## src/design/oms_defines.vh

```
// constants for the outgoing mailbox scanner
// assumes a byte-wide host command port and a 32-bit word memory master
//
// Summary of operation
// setup reply byte 0 names bus letter
// setup reply byte 1 gives BIOS code
// setup reply bytes 2-3 give segment limit
// opcode 8F plus one byte sets mode
// strict mode checks only pointer mailbox
// strict mode keeps per-target order of host
// aggressive mode hunts through whole outgoing array
// 24-bit mode masks addresses to 16 MB
// host lays out N outgoing then N incoming
// host initializes mailboxes before any work
// host should fill outgoing slots round-robin
// action code in byte 0, cleared after copy
// incoming written only when its byte 0 zero
// empty mailbox stops scan until start command
// opcode 81 takes count then address LSB first
// pointer starts at first slot and wraps
`ifndef OMS_DEFINES_VH
`define OMS_DEFINES_VH
// ****************************************************************
// host command opcodes
// ****************************************************************
`define OMS_OP_INIT24    8'h01
`define OMS_OP_START     8'h02
`define OMS_OP_INIT32    8'h81
`define OMS_OP_INQX      8'h8D
`define OMS_OP_RRMODE    8'h8F
`define OMS_NPRM_INIT24  3'h4
`define OMS_NPRM_INIT32  3'h5
`define OMS_NPRM_ONE     3'h1
// ****************************************************************
// mailbox fields and modes
// ****************************************************************
`define OMS_MODE_STRICT  8'h00
`define OMS_MODE_AGGR    8'h01
`define OMS_ACT_FREE     8'h00
`define OMS_ADDR24_MASK  32'h00FFFFFF
`define OMS_BE_BYTE0     4'h1
`define OMS_BE_ALL       4'hF
// ****************************************************************
// setup reply defaults
// ****************************************************************
`define OMS_BUS_PCI      8'h45
`define OMS_BUS_AT       8'h41
`define OMS_BUS_ALT      8'h4D
`define OMS_BIOS_OFF     8'h00
`define OMS_SG_MAX_DFLT  16'h0080
`define OMS_RIDX_BUS     8'h00
`define OMS_RIDX_BIOS    8'h01
`define OMS_RIDX_SG_LO   8'h02
`define OMS_RIDX_SG_HI   8'h03
`endif

```

## src/design/oms_scanner.v

```verilog
// outgoing mailbox scanner with command parser and completion writer
// assumes a word memory master with one-cycle ack, little-endian lanes
`timescale 1ns/10ps
`include "oms_defines.vh"
module oms_scanner #(
   parameter [7:0]  BUS_TYPE  = `OMS_BUS_PCI,
   parameter [7:0]  BIOS_CODE = `OMS_BIOS_OFF,
   parameter [15:0] SG_MAX    = `OMS_SG_MAX_DFLT
) (
   input  wire        clk_i,
   input  wire        rst_n_i,
   input  wire        cmd_valid_i,
   input  wire [7:0]  cmd_byte_i,
   output reg         cmd_busy_o,
   output reg         reply_valid_o,
   output reg  [7:0]  reply_byte_o,
   input  wire        reply_ready_i,
   output reg         mem_req_o,
   output reg         mem_we_o,
   output reg  [31:0] mem_addr_o,
   output reg  [3:0]  mem_be_o,
   output reg  [31:0] mem_wdata_o,
   input  wire [31:0] mem_rdata_i,
   input  wire        mem_ack_i,
   output reg         out_valid_o,
   output reg  [7:0]  out_action_o,
   output reg  [23:0] out_ccb_o,
   input  wire        cmp_valid_i,
   input  wire [7:0]  cmp_code_i,
   input  wire [23:0] cmp_ccb_i,
   output reg         cmp_ready_o,
   output reg         init_done_o,
   output reg         scanning_o
);
   // ****************************************************************
   // states and helpers
   // ****************************************************************
   localparam [2:0] ST_IDLE = 3'h0;
   localparam [2:0] ST_ORD  = 3'h1;
   localparam [2:0] ST_OCLR = 3'h2;
   localparam [2:0] ST_IRD  = 3'h3;
   localparam [2:0] ST_IWR  = 3'h4;

   // mailbox word address, cut to 16 MB in 24-bit mode
   function [31:0] mb_addr;
      input [31:0] base;
      input [8:0]  idx;
      input        m24;
      reg   [31:0] s;
      begin
         s = base + {21'h000000, idx, 2'h0};
         mb_addr = m24 ? (s & `OMS_ADDR24_MASK) : s;
      end
   endfunction

   // next slot, back to the first after the last
   function [7:0] wrap;
      input [7:0] p;
      input [7:0] c;
      begin
         wrap = ((p + 8'h01) == c) ? 8'h00 : (p + 8'h01);
      end
   endfunction

   reg [2:0]  st_q;
   reg [7:0]  op_q;
   reg [2:0]  pleft_q;
   reg [2:0]  pidx_q;
   reg [7:0]  cnt_new_q;
   reg [31:0] base_new_q;
   reg [7:0]  cnt_q;
   reg [31:0] base_q;
   reg        m24_q;
   reg        aggr_q;
   reg [7:0]  optr_q;
   reg [7:0]  iptr_q;
   reg [7:0]  chk_q;
   reg [7:0]  rcnt_q;
   reg [7:0]  ridx_q;
   wire [7:0] ridx_nxt;
   wire [7:0] rbyte;
   wire       cmd_take;

   assign cmd_take = cmd_valid_i & ~cmd_busy_o;
   assign ridx_nxt = reply_valid_o ? (ridx_q + 8'h01) : 8'h00;

   oms_setup_reply u_reply (
      .idx_i       (ridx_nxt),
      .bus_type_i  (BUS_TYPE),
      .bios_code_i (BIOS_CODE),
      .sg_max_i    (SG_MAX),
      .byte_o      (rbyte)
   );

   // ****************************************************************
   // mailbox walker
   // ****************************************************************
   always @(posedge clk_i) begin
      if (!rst_n_i) begin
         st_q         <= ST_IDLE;
         mem_req_o    <= 1'b0;
         mem_we_o     <= 1'b0;
         mem_addr_o   <= 32'h00000000;
         mem_be_o     <= 4'h0;
         mem_wdata_o  <= 32'h00000000;
         out_valid_o  <= 1'b0;
         out_action_o <= 8'h00;
         out_ccb_o    <= 24'h000000;
         cmp_ready_o  <= 1'b0;
         optr_q       <= 8'h00;
         iptr_q       <= 8'h00;
         chk_q        <= 8'h00;
         scanning_o   <= 1'b0;
      end else begin
         out_valid_o <= 1'b0;
         cmp_ready_o <= 1'b0;
         case (st_q)
            ST_IDLE: begin
               // completions go first so the adapter never starves them
               if (init_done_o && cmp_valid_i && !cmp_ready_o) begin
                  mem_req_o  <= 1'b1;
                  mem_we_o   <= 1'b0;
                  mem_be_o   <= `OMS_BE_ALL;
                  mem_addr_o <= mb_addr(base_q,
                                        {1'b0, cnt_q} + {1'b0, iptr_q},
                                        m24_q);
                  st_q       <= ST_IRD;
               end else if (scanning_o) begin
                  mem_req_o  <= 1'b1;
                  mem_we_o   <= 1'b0;
                  mem_be_o   <= `OMS_BE_ALL;
                  mem_addr_o <= mb_addr(base_q, {1'b0, optr_q}, m24_q);
                  st_q       <= ST_ORD;
               end
            end
            ST_ORD: if (mem_ack_i) begin
               if (mem_rdata_i[7:0] != `OMS_ACT_FREE) begin
                  out_valid_o  <= 1'b1;
                  out_action_o <= mem_rdata_i[7:0];
                  out_ccb_o    <= {mem_rdata_i[15:8], mem_rdata_i[23:16],
                                   mem_rdata_i[31:24]};
                  mem_we_o     <= 1'b1;
                  mem_be_o     <= `OMS_BE_BYTE0;
                  mem_wdata_o  <= 32'h00000000;
                  optr_q       <= wrap(optr_q, cnt_q);
                  chk_q        <= 8'h00;
                  st_q         <= ST_OCLR;
               end else begin
                  mem_req_o <= 1'b0;
                  st_q      <= ST_IDLE;
                  if (!aggr_q) begin
                     scanning_o <= 1'b0;
                  end else begin
                     optr_q <= wrap(optr_q, cnt_q);
                     chk_q  <= chk_q + 8'h01;
                     if ((chk_q + 8'h01) == cnt_q) begin
                        scanning_o <= 1'b0;
                        chk_q      <= 8'h00;
                     end
                  end
               end
            end
            ST_OCLR: if (mem_ack_i) begin
               mem_req_o <= 1'b0;
               st_q      <= ST_IDLE;
            end
            ST_IRD: if (mem_ack_i) begin
               if (mem_rdata_i[7:0] == `OMS_ACT_FREE) begin
                  mem_we_o    <= 1'b1;
                  mem_be_o    <= `OMS_BE_ALL;
                  mem_wdata_o <= {cmp_ccb_i[7:0], cmp_ccb_i[15:8],
                                  cmp_ccb_i[23:16], cmp_code_i};
                  st_q        <= ST_IWR;
               end else begin
                  // slot still owned by the host: retry on a later pass
                  mem_req_o <= 1'b0;
                  st_q      <= ST_IDLE;
               end
            end
            ST_IWR: if (mem_ack_i) begin
               mem_req_o   <= 1'b0;
               cmp_ready_o <= 1'b1;
               iptr_q      <= wrap(iptr_q, cnt_q);
               st_q        <= ST_IDLE;
            end
            default: begin
               mem_req_o <= 1'b0;
               st_q      <= ST_IDLE;
            end
         endcase
         // command effects last so a start wins over a stop
         if (cmd_take && pleft_q == 3'h0 && cmd_byte_i == `OMS_OP_START
             && init_done_o) begin
            scanning_o <= 1'b1;
            chk_q      <= 8'h00;
         end
         if (cmd_take && pleft_q == 3'h1 && cnt_new_q != 8'h00 &&
             (op_q == `OMS_OP_INIT24 || op_q == `OMS_OP_INIT32)) begin
            optr_q     <= 8'h00;
            iptr_q     <= 8'h00;
            chk_q      <= 8'h00;
            scanning_o <= 1'b0;
         end
      end
   end

   // ****************************************************************
   // command parser and setup reply
   // ****************************************************************
   always @(posedge clk_i) begin
      if (!rst_n_i) begin
         op_q          <= 8'h00;
         pleft_q       <= 3'h0;
         pidx_q        <= 3'h0;
         cnt_new_q     <= 8'h00;
         base_new_q    <= 32'h00000000;
         cnt_q         <= 8'h00;
         base_q        <= 32'h00000000;
         m24_q         <= 1'b1;
         aggr_q        <= 1'b0;
         init_done_o   <= 1'b0;
         cmd_busy_o    <= 1'b0;
         reply_valid_o <= 1'b0;
         reply_byte_o  <= 8'h00;
         rcnt_q        <= 8'h00;
         ridx_q        <= 8'h00;
      end else begin
         if (reply_valid_o && reply_ready_i) begin
            ridx_q <= ridx_nxt;
            reply_byte_o <= rbyte;
            if (ridx_nxt == rcnt_q) begin
               reply_valid_o <= 1'b0;
               cmd_busy_o    <= 1'b0;
            end
         end
         if (cmd_take) begin
            if (pleft_q == 3'h0) begin
               op_q   <= cmd_byte_i;
               pidx_q <= 3'h0;
               case (cmd_byte_i)
                  `OMS_OP_INIT24: pleft_q <= `OMS_NPRM_INIT24;
                  `OMS_OP_INIT32: pleft_q <= `OMS_NPRM_INIT32;
                  `OMS_OP_INQX:   pleft_q <= `OMS_NPRM_ONE;
                  `OMS_OP_RRMODE: pleft_q <= `OMS_NPRM_ONE;
                  default:        pleft_q <= 3'h0;
               endcase
            end else begin
               pleft_q <= pleft_q - 3'h1;
               pidx_q  <= pidx_q + 3'h1;
               if (op_q == `OMS_OP_RRMODE) begin
                  aggr_q <= (cmd_byte_i == `OMS_MODE_AGGR);
               end
               if (op_q == `OMS_OP_INQX) begin
                  rcnt_q <= cmd_byte_i;
                  ridx_q <= 8'h00;
                  if (cmd_byte_i != 8'h00) begin
                     reply_valid_o <= 1'b1;
                     reply_byte_o  <= rbyte;
                     cmd_busy_o    <= 1'b1;
                  end
               end
               if (op_q == `OMS_OP_INIT32) begin
                  case (pidx_q)
                     3'h0:    cnt_new_q <= cmd_byte_i;
                     3'h1:    base_new_q[7:0]   <= cmd_byte_i;
                     3'h2:    base_new_q[15:8]  <= cmd_byte_i;
                     3'h3:    base_new_q[23:16] <= cmd_byte_i;
                     default: base_new_q[31:24] <= cmd_byte_i;
                  endcase
               end
               if (op_q == `OMS_OP_INIT24) begin
                  case (pidx_q)
                     3'h0:    cnt_new_q <= cmd_byte_i;
                     3'h1:    base_new_q <= {8'h00, cmd_byte_i, 16'h0000};
                     3'h2:    base_new_q[15:8] <= cmd_byte_i;
                     default: base_new_q[7:0]  <= cmd_byte_i;
                  endcase
               end
               // a zero count is refused and leaves the old array
               if (pleft_q == 3'h1 && cnt_new_q != 8'h00) begin
                  if (op_q == `OMS_OP_INIT32) begin
                     cnt_q       <= cnt_new_q;
                     base_q      <= {cmd_byte_i, base_new_q[23:0]};
                     m24_q       <= 1'b0;
                     init_done_o <= 1'b1;
                  end
                  if (op_q == `OMS_OP_INIT24) begin
                     cnt_q       <= cnt_new_q;
                     base_q      <= {8'h00, base_new_q[23:8], cmd_byte_i};
                     m24_q       <= 1'b1;
                     init_done_o <= 1'b1;
                  end
               end
            end
         end
      end
   end
endmodule // oms_scanner

```

## src/design/oms_setup_reply.v

```verilog
// setup reply byte selector
// assumes the caller registers the selected byte
`timescale 1ns/10ps
`include "oms_defines.vh"
module oms_setup_reply (
   input  wire [7:0]  idx_i,
   input  wire [7:0]  bus_type_i,
   input  wire [7:0]  bios_code_i,
   input  wire [15:0] sg_max_i,
   output reg  [7:0]  byte_o
);
   always @* begin
      case (idx_i)
         `OMS_RIDX_BUS:   byte_o = bus_type_i;
         `OMS_RIDX_BIOS:  byte_o = bios_code_i;
         `OMS_RIDX_SG_LO: byte_o = sg_max_i[7:0];
         `OMS_RIDX_SG_HI: byte_o = sg_max_i[15:8];
         // bytes past the documented four read as zero
         default:         byte_o = 8'h00;
      endcase
   end
endmodule // oms_setup_reply

```

## config.mk

```make
export PLATFORM = sky130hd
export DESIGN_NAME = oms_scanner
export DESIGN_NICKNAME = d
export VERILOG_FILES = /design/src/design/oms_scanner.v /design/src/design/oms_setup_reply.v
export VERILOG_INCLUDE_DIRS = /design/src /design/src/design
export SDC_FILE = /design/constraint.sdc
export NUM_CORES = 1
export LEC_CHECK = 0
export BUFFER_PORTS_ARGS = -buffer_cell sky130_fd_sc_hd__buf_4
export CAP_MARGIN = 20
export CORE_UTILIZATION = 60
export CTS_CLUSTER_DIAMETER = 150
export CTS_CLUSTER_SIZE = 24
export DETAILED_ROUTE_END_ITERATION = 10
export PLACE_DENSITY = 0.93
export SYNTH_ARGS = -nofsm -noshare
export SYNTH_HDL_FRONTEND = slang
export SYNTH_HIERARCHICAL = 1
export SYNTH_SLANG_ARGS = --single-unit
```

## constraint.sdc

```tcl
create_clock -name clk_i -period 10.9 [get_ports clk_i]
set_input_delay 2.725 -clock clk_i [delete_from_list [all_inputs] [get_ports clk_i]]
set_output_delay 2.725 -clock clk_i [all_outputs]
set_load 0.01 [all_outputs]
```

==> flow_metrics.tcl, run 1 <==
set metrics [dict create \
    grt_pass1_wl_um 49900 \
    final_nets 1727 \
    crit_slowest_cell "and3b_1" \
    muxShareOfSynthArea_pct 4.21 \
    gr-total-overflow 0 \
    dieWidth_um 144 \
    hold_buffers 0 \
    rsz0062_at_grt "no" \
    cp-endpoint "mem_addr_o[31]" \
    synthAdderAreaFrac_pct 4.11 \
    vias 11200 \
    reg2reg_from "cnt_q[0]" \
    wl_per_cell_um 16.8 \
    max_stage_delay_ns 0.63 \
    finalHoldWorstSlack_ns 0.459 \
    drv_cap 0 \
    synthArstFlopShare_pct 0 \
    slew_violations 0 \
    cts.sinks 245 \
    ff2ff_path_depth 17 \
    vias_per_cell 5.96 \
    netlist_instances 1454 \
    final_common_cell "nand2_1" \
    grt_usage_pct 29.5 \
    crit_path_start_kind "input port" \
    reg2reg_to "mem_addr_o[31]" \
    antenna_found_initial 0 \
    synth_xor_area_share_pct 6.04 \
    cts_resized 0 \
    worst_ep_arrival_time_ns 5.03 \
    cts_tree "built" \
    p_leak_nw 5.60 \
    worst_setup_path_end_kind "flip-flop" \
    crit_cells 9 \
    drt-initial-drc-count 1042 \
    die_h_um 144 \
    finalSetupViolations 0 \
    post-route-period-util_pct 42.3 \
    grtUsageMet2_pct 51.6 \
    fmax_ghz 0.217 \
    cts_inserted_buffers 14 \
    grtUsageMet3_pct 5.03 \
    hp-class "reg -> reg" \
    avgSynthCellArea_um2 8.33 \
    drc 0 \
    crit_chain "buf_4, and3b_1, nor2_1, nor4_4, buf_4, nand2_1, nor2_1, a32oi_1, o21ai_0" \
    drtPass1Iterations 5 \
    yosys_warnings 6 \
    worstMarginPinSlew_ns 0.932 \
    synth_top_family_by_area "simple AND/OR/NAND/NOR gates" \
    numPortBuffers 193 \
    final_cell_mix "nand2_1, dfxtp_1, buf_4, nor2_1, a21oi_1" \
    cts_max_level 1 \
    ys_seq_area_share_pct 40.5 \
    synth_ff_type "dfxtp_1" \
    synth.distinct_cells 79 \
    r2r_slack_ns 6.72 \
    use_met1_pct 36.9 \
    clk_latency_ns 0.50 \
    syn_area_um2 12100 \
    critPathBufInv 2 \
    finalClockSkew_ns 0.0264 \
    cts_setup_buffers 0 \
    power_density_nw_per_um2 109 \
    dpl.hpwl_um 22100 \
    synth-edff-count 0 \
    grt_pass1_vias 10600 \
    min_period_ns 4.62 \
    area_growth_syn_to_layout_pct 16.7 \
    min_path_cells 2 \
    drive_above_1_share_pct 15.2 \
    synth-simple-area-share_pct 22.6 \
    yosys_register_bits 245 \
    grt_max_degree 110 \
    cts_buffer_depth 3 \
    routed_wl_um 31600 \
    root_buffer "clkbuf_16" \
    worst-setup-path-type "in -> reg" \
    worstPathMaxFanout 31 \
    startpoint "cmp_valid_i" \
    tns_ns 0 \
    status "finished, final reports clean" \
    top_usage_layer "met2" \
    cts.clk_slew.worst_paths_ns 0.09 \
    row_count 51 \
    fillers 1476 \
    gp_congestion 0.930 \
    die_area_um2 20800 \
    synth_compound_area_share_pct 18.2 \
    start_util_pct 61.6 \
    crit_required_ns 11.31 \
    peakVddDrop_uv 139 \
    diodes 0 \
    maxSlewHeadroom_pct 37.6 \
    cp_top_family "simple AND/OR/NAND/NOR gates" \
    fin_util_pct 71.9 \
    ant_nets 0 \
    core_um2 19700 \
    final_hold_viol_count 0 \
    num_io_pins 194 \
]
[worst min path at each step]
stage,start,end,slack (ns)
floorplan,op_q[0],op_q[0],0.43
global placement,mem_addr_o[26],mem_addr_o[26],0.44
detailed placement,out_ccb_o[0],out_ccb_o[0],0.45
CTS,out_ccb_o[0],out_ccb_o[0],0.46
global route,base_new_q[19],base_q[19],0.48
finish,out_ccb_o[0],out_ccb_o[0],0.46
[registers in the layout, indices dropped and copies added, names as in the netlist, 24 cells and up, named ones only]
name         cells
out_ccb_o       24
base_q          32
mem_addr_o      32
mem_wdata_o     32
base_new_q      24
[worst register-to-register path, stage by stage (launching register included)]
cell	delay, ns
dfxtp_1	0.54
ha_1	0.24
inv_1	0.06
fa_1	0.40
nor2b_1	0.12
o21ai_0	0.11
a21boi_0	0.25
o21ai_0	0.11
nand2b_1	0.12
xor2_1	0.17
ha_1	0.30
a21o_1	0.20
a21oi_1	0.14
o211ai_1	0.09
a31oi_1	0.66
nor2_1	0.25
mux2i_1	0.22
o21ai_0	0.10
[stage by stage]
stage          instance area, µm²  setup slack (ns)  total power [mW]  instances
2_1_floorplan               12200              6.35             0.972       1484
3_3_place_gp                13600              5.93              1.00       1856
3_5_place_dp                13600              5.76              1.01       1856
4_1_cts                     14000              6.29              1.54       1872
5_1_grt                     14100              6.06              1.58       1876
6_report                    14100              6.28              1.54       1876
[logic make-up after synthesis]
logic type                 Yosys count
xor gates and xnor gates            82
muxes                               41
DFF                                245
and+or+nand+nor                    585
other                                2
AOI/OAI and AO/OA                  341
buffers and inverters              120
adders and majority gates           38
[power by group]
group / switching, mW / total [mW] / internal, mW
Clock: 0.300 / 0.552 / 0.252
Combinational: 0.0482 / 0.0862 / 0.0379
Sequential: 0.00553 / 0.904 / 0.899
[cells in the mapped netlist (7+ instances only)]
cell type  instances  share of area (%)
a21boi_1          20                1.2
a21o_1            10               0.62
a21oi_1          110                4.5
a22oi_1           52                3.2
a31oi_1           11               0.57
and2_1             8               0.41
and3_1            18               0.93
buf_2              7               0.29
clkbuf_1          73                2.3
dfxtp_1          245                 40
ha_1              35                3.6
inv_1             27               0.84
mux2i_1           33                2.7
mux4_2             8                1.5
nand2_1          257                8.0
nand3_1           51                2.1
nand4_1            8               0.41
nor2_1           117                3.6
nor2b_1           39                2.0
nor3_1            21               0.87
nor4_1            15               0.77
o211a_1            9               0.74
o21ai_0           58                2.4
o22ai_1            7               0.36
or3_1              9               0.46
xnor2_1           49                3.5
xor2_1            32                2.3
[final cells by class]
type	count	area (µm²)	area share [%]
clock buffer	15	375	2.66
tap	265	332	2.35
multi-input combinational	1119	6820	48.2
timing repair buffer	202	1580	11.2
clock inverter	1	20.0	0.142
inverter	29	110	0.779
sequential	245	4900	34.7
[metal layers]
metal,wire [µm],share of wire [%],up-vias
li1,-,-,5341
met1,12800,41,5294
met2,15600,49,489
met3,2540,8.0,64
met4,657,2.1,0
met5,0,0,-
No activity file was read; power rests on OpenSTA's default activity.
==> run 2: changes to the inputs <==
CORE_UTILIZATION = 52   (was 60)
PLACE_DENSITY = 0.86   (was 0.93)
clock period = 4.14 ns   (was 10.9 ns; I/O delays follow)
==> flow_metrics.tcl, run 2 (same netlist as run 1, synthesis figures left out) <==
set metrics [dict create \
    ant_nets 0 \
    cts_buffer_depth 3 \
    finalClockSkew_ns 0.0281 \
    cts_resized 0 \
    slew_violations 0 \
    drive_above_1_share_pct 15.8 \
    peakVddDrop_uv 340 \
    final_cell_mix "nand2_1, dfxtp_1, buf_4, nor2_1, a21oi_1" \
    max_stage_delay_ns 0.43 \
    gp_congestion 0.903 \
    core_um2 22700 \
    crit_path_start_kind "flip-flop" \
    worstMarginPinSlew_ns 0.881 \
    dpl.hpwl_um 21900 \
    drv_cap 0 \
    drt-initial-drc-count 811 \
    power_density_nw_per_um2 285 \
    vias_per_cell 5.72 \
    reg2reg_from "iptr_q[0]" \
    routed_wl_um 30600 \
    hp-class "reg -> reg" \
    die_h_um 155 \
    worst_ep_arrival_time_ns 4.15 \
    hold_buffers 0 \
    ff2ff_path_depth 18 \
    dieWidth_um 155 \
    reg2reg_to "mem_addr_o[23]" \
    final_hold_viol_count 0 \
    grt_usage_pct 24.9 \
    gr-total-overflow 0 \
    area_growth_syn_to_layout_pct 17.4 \
    critPathBufInv 2 \
    cp_top_family "compound AO/OA/AOI/OAI gates" \
    drc 0 \
    final_nets 1738 \
    drtPass1Iterations 6 \
    die_area_um2 23900 \
    finalSetupViolations 0 \
    crit_slowest_cell "dfxtp_1" \
    startpoint "iptr_q[0]" \
    diodes 0 \
    grt_pass1_vias 10100 \
    p_leak_nw 5.64 \
    cts_setup_buffers 0 \
    worst-setup-path-type "reg -> reg" \
    crit_required_ns 4.51 \
    r2r_slack_ns 0.36 \
    start_util_pct 53.3 \
    worstPathMaxFanout 9 \
    num_io_pins 194 \
    root_buffer "clkbuf_16" \
    cts.sinks 245 \
    maxSlewHeadroom_pct 41.2 \
    cts.clk_slew.worst_paths_ns 0.10 \
    row_count 55 \
    grt_pass1_wl_um 49500 \
    wl_per_cell_um 16.0 \
    cp-endpoint "mem_addr_o[23]" \
    reg_top3 "base_q (32), mem_addr_o (32), mem_wdata_o (32)" \
    clk_latency_ns 0.50 \
    fmax_ghz 0.264 \
    tns_ns 0 \
    crit_chain "ha_1, inv_1, fa_1, nor2b_1, o21ai_0, a21boi_0, o21ai_0, nand2b_1, xor2_1, ha_1, a21o_1, a21oi_1, o211ai_1, a31oi_1, buf_4, nor2_1, mux2i_1, o211ai_1" \
    worst_setup_path_end_kind "flip-flop" \
    min_period_ns 3.78 \
    numPortBuffers 193 \
    antenna_found_initial 0 \
    status "finished, final reports clean" \
    cts_tree "built" \
    vias 10900 \
    cts_max_level 1 \
    finalPower_mw 4.06 \
    cts_inserted_buffers 14 \
    rsz0062_at_grt "no" \
    post-route-period-util_pct 91.4 \
    grt_max_degree 90 \
    crit_cells 18 \
    final_common_cell "nand2_1" \
]
-- run 2: where the power goes --
part           switching (mW)  internal [mW]  total, mW
Combinational           0.123         0.0996      0.223
Clock                   0.791          0.663       1.45
Sequential             0.0133           2.37       2.38
-- run 2: worst min-delay path by stage --
| stage | start | endpoint | slack (ns) | cells past startpoint |
|---|---|---|---|---|
| 3_3_place_gp | op_q[0] | op_q[0] | 0.44 | 2 |
| 2_1_floorplan | op_q[0] | op_q[0] | 0.43 | 2 |
| 3_5_place_dp | mem_addr_o[10] | mem_addr_o[10] | 0.45 | 2 |
| 4_1_cts | out_ccb_o[19] | out_ccb_o[19] | 0.46 | 2 |
| 5_1_grt | mem_addr_o[22] | mem_addr_o[22] | 0.48 | 2 |
| 6_report | out_ccb_o[0] | out_ccb_o[0] | 0.46 | 2 |
-- run 2: layer usage --
layer / GRT usage, % / wire length [µm]
met1: 31.9 / 12900
met5: 0 / 0
met2: 43.3 / 14700
met3: 4.60 / 2480
met4: 5.85 / 481
-- run 2: cell type report --
cell class | instances | area (µm²)
fillers | 1914 | 8480
clock inverters | 1 | 20.0
multi-input cells | 1119 | 6820
clock buffers | 15 | 375
inverters | 29 | 110
well taps | 285 | 357
repair buffers | 213 | 1640
flip-flops and latches | 245 | 4900
-- run 2: metrics by stage --
| step | util [%] | hold WS [ns] | cells | worst slack (ns) | cell area, µm² |
|---|---|---|---|---|---|
| after floorplan | - | 0.432 | 1484 | 0.673 | 12200 |
| after global placement | 60.8 | 0.439 | 1890 | 0.658 | 13800 |
| after detailed placement | 60.8 | 0.446 | 1890 | 0.448 | 13800 |
| after CTS | 62.5 | 0.460 | 1906 | 0.430 | 14200 |
| after global routing | 62.6 | 0.481 | 1907 | 0.143 | 14200 |
| final | 62.6 | 0.461 | 1907 | 0.356 | 14200 |
-- run 2: worst reg2reg max path, stage by stage (launching register included) --
cell      delay (ns)
dfxtp_1         0.43
ha_1            0.21
inv_1           0.06
fa_1            0.41
nor2b_1         0.12
o21ai_0         0.11
a21boi_0        0.28
o21ai_0         0.13
nand2b_1        0.11
xor2_1          0.16
ha_1            0.30
a21o_1          0.20
a21oi_1         0.17
o211ai_1        0.11
a31oi_1         0.23
buf_4           0.22
nor2_1          0.11
mux2i_1         0.21
o211ai_1        0.10
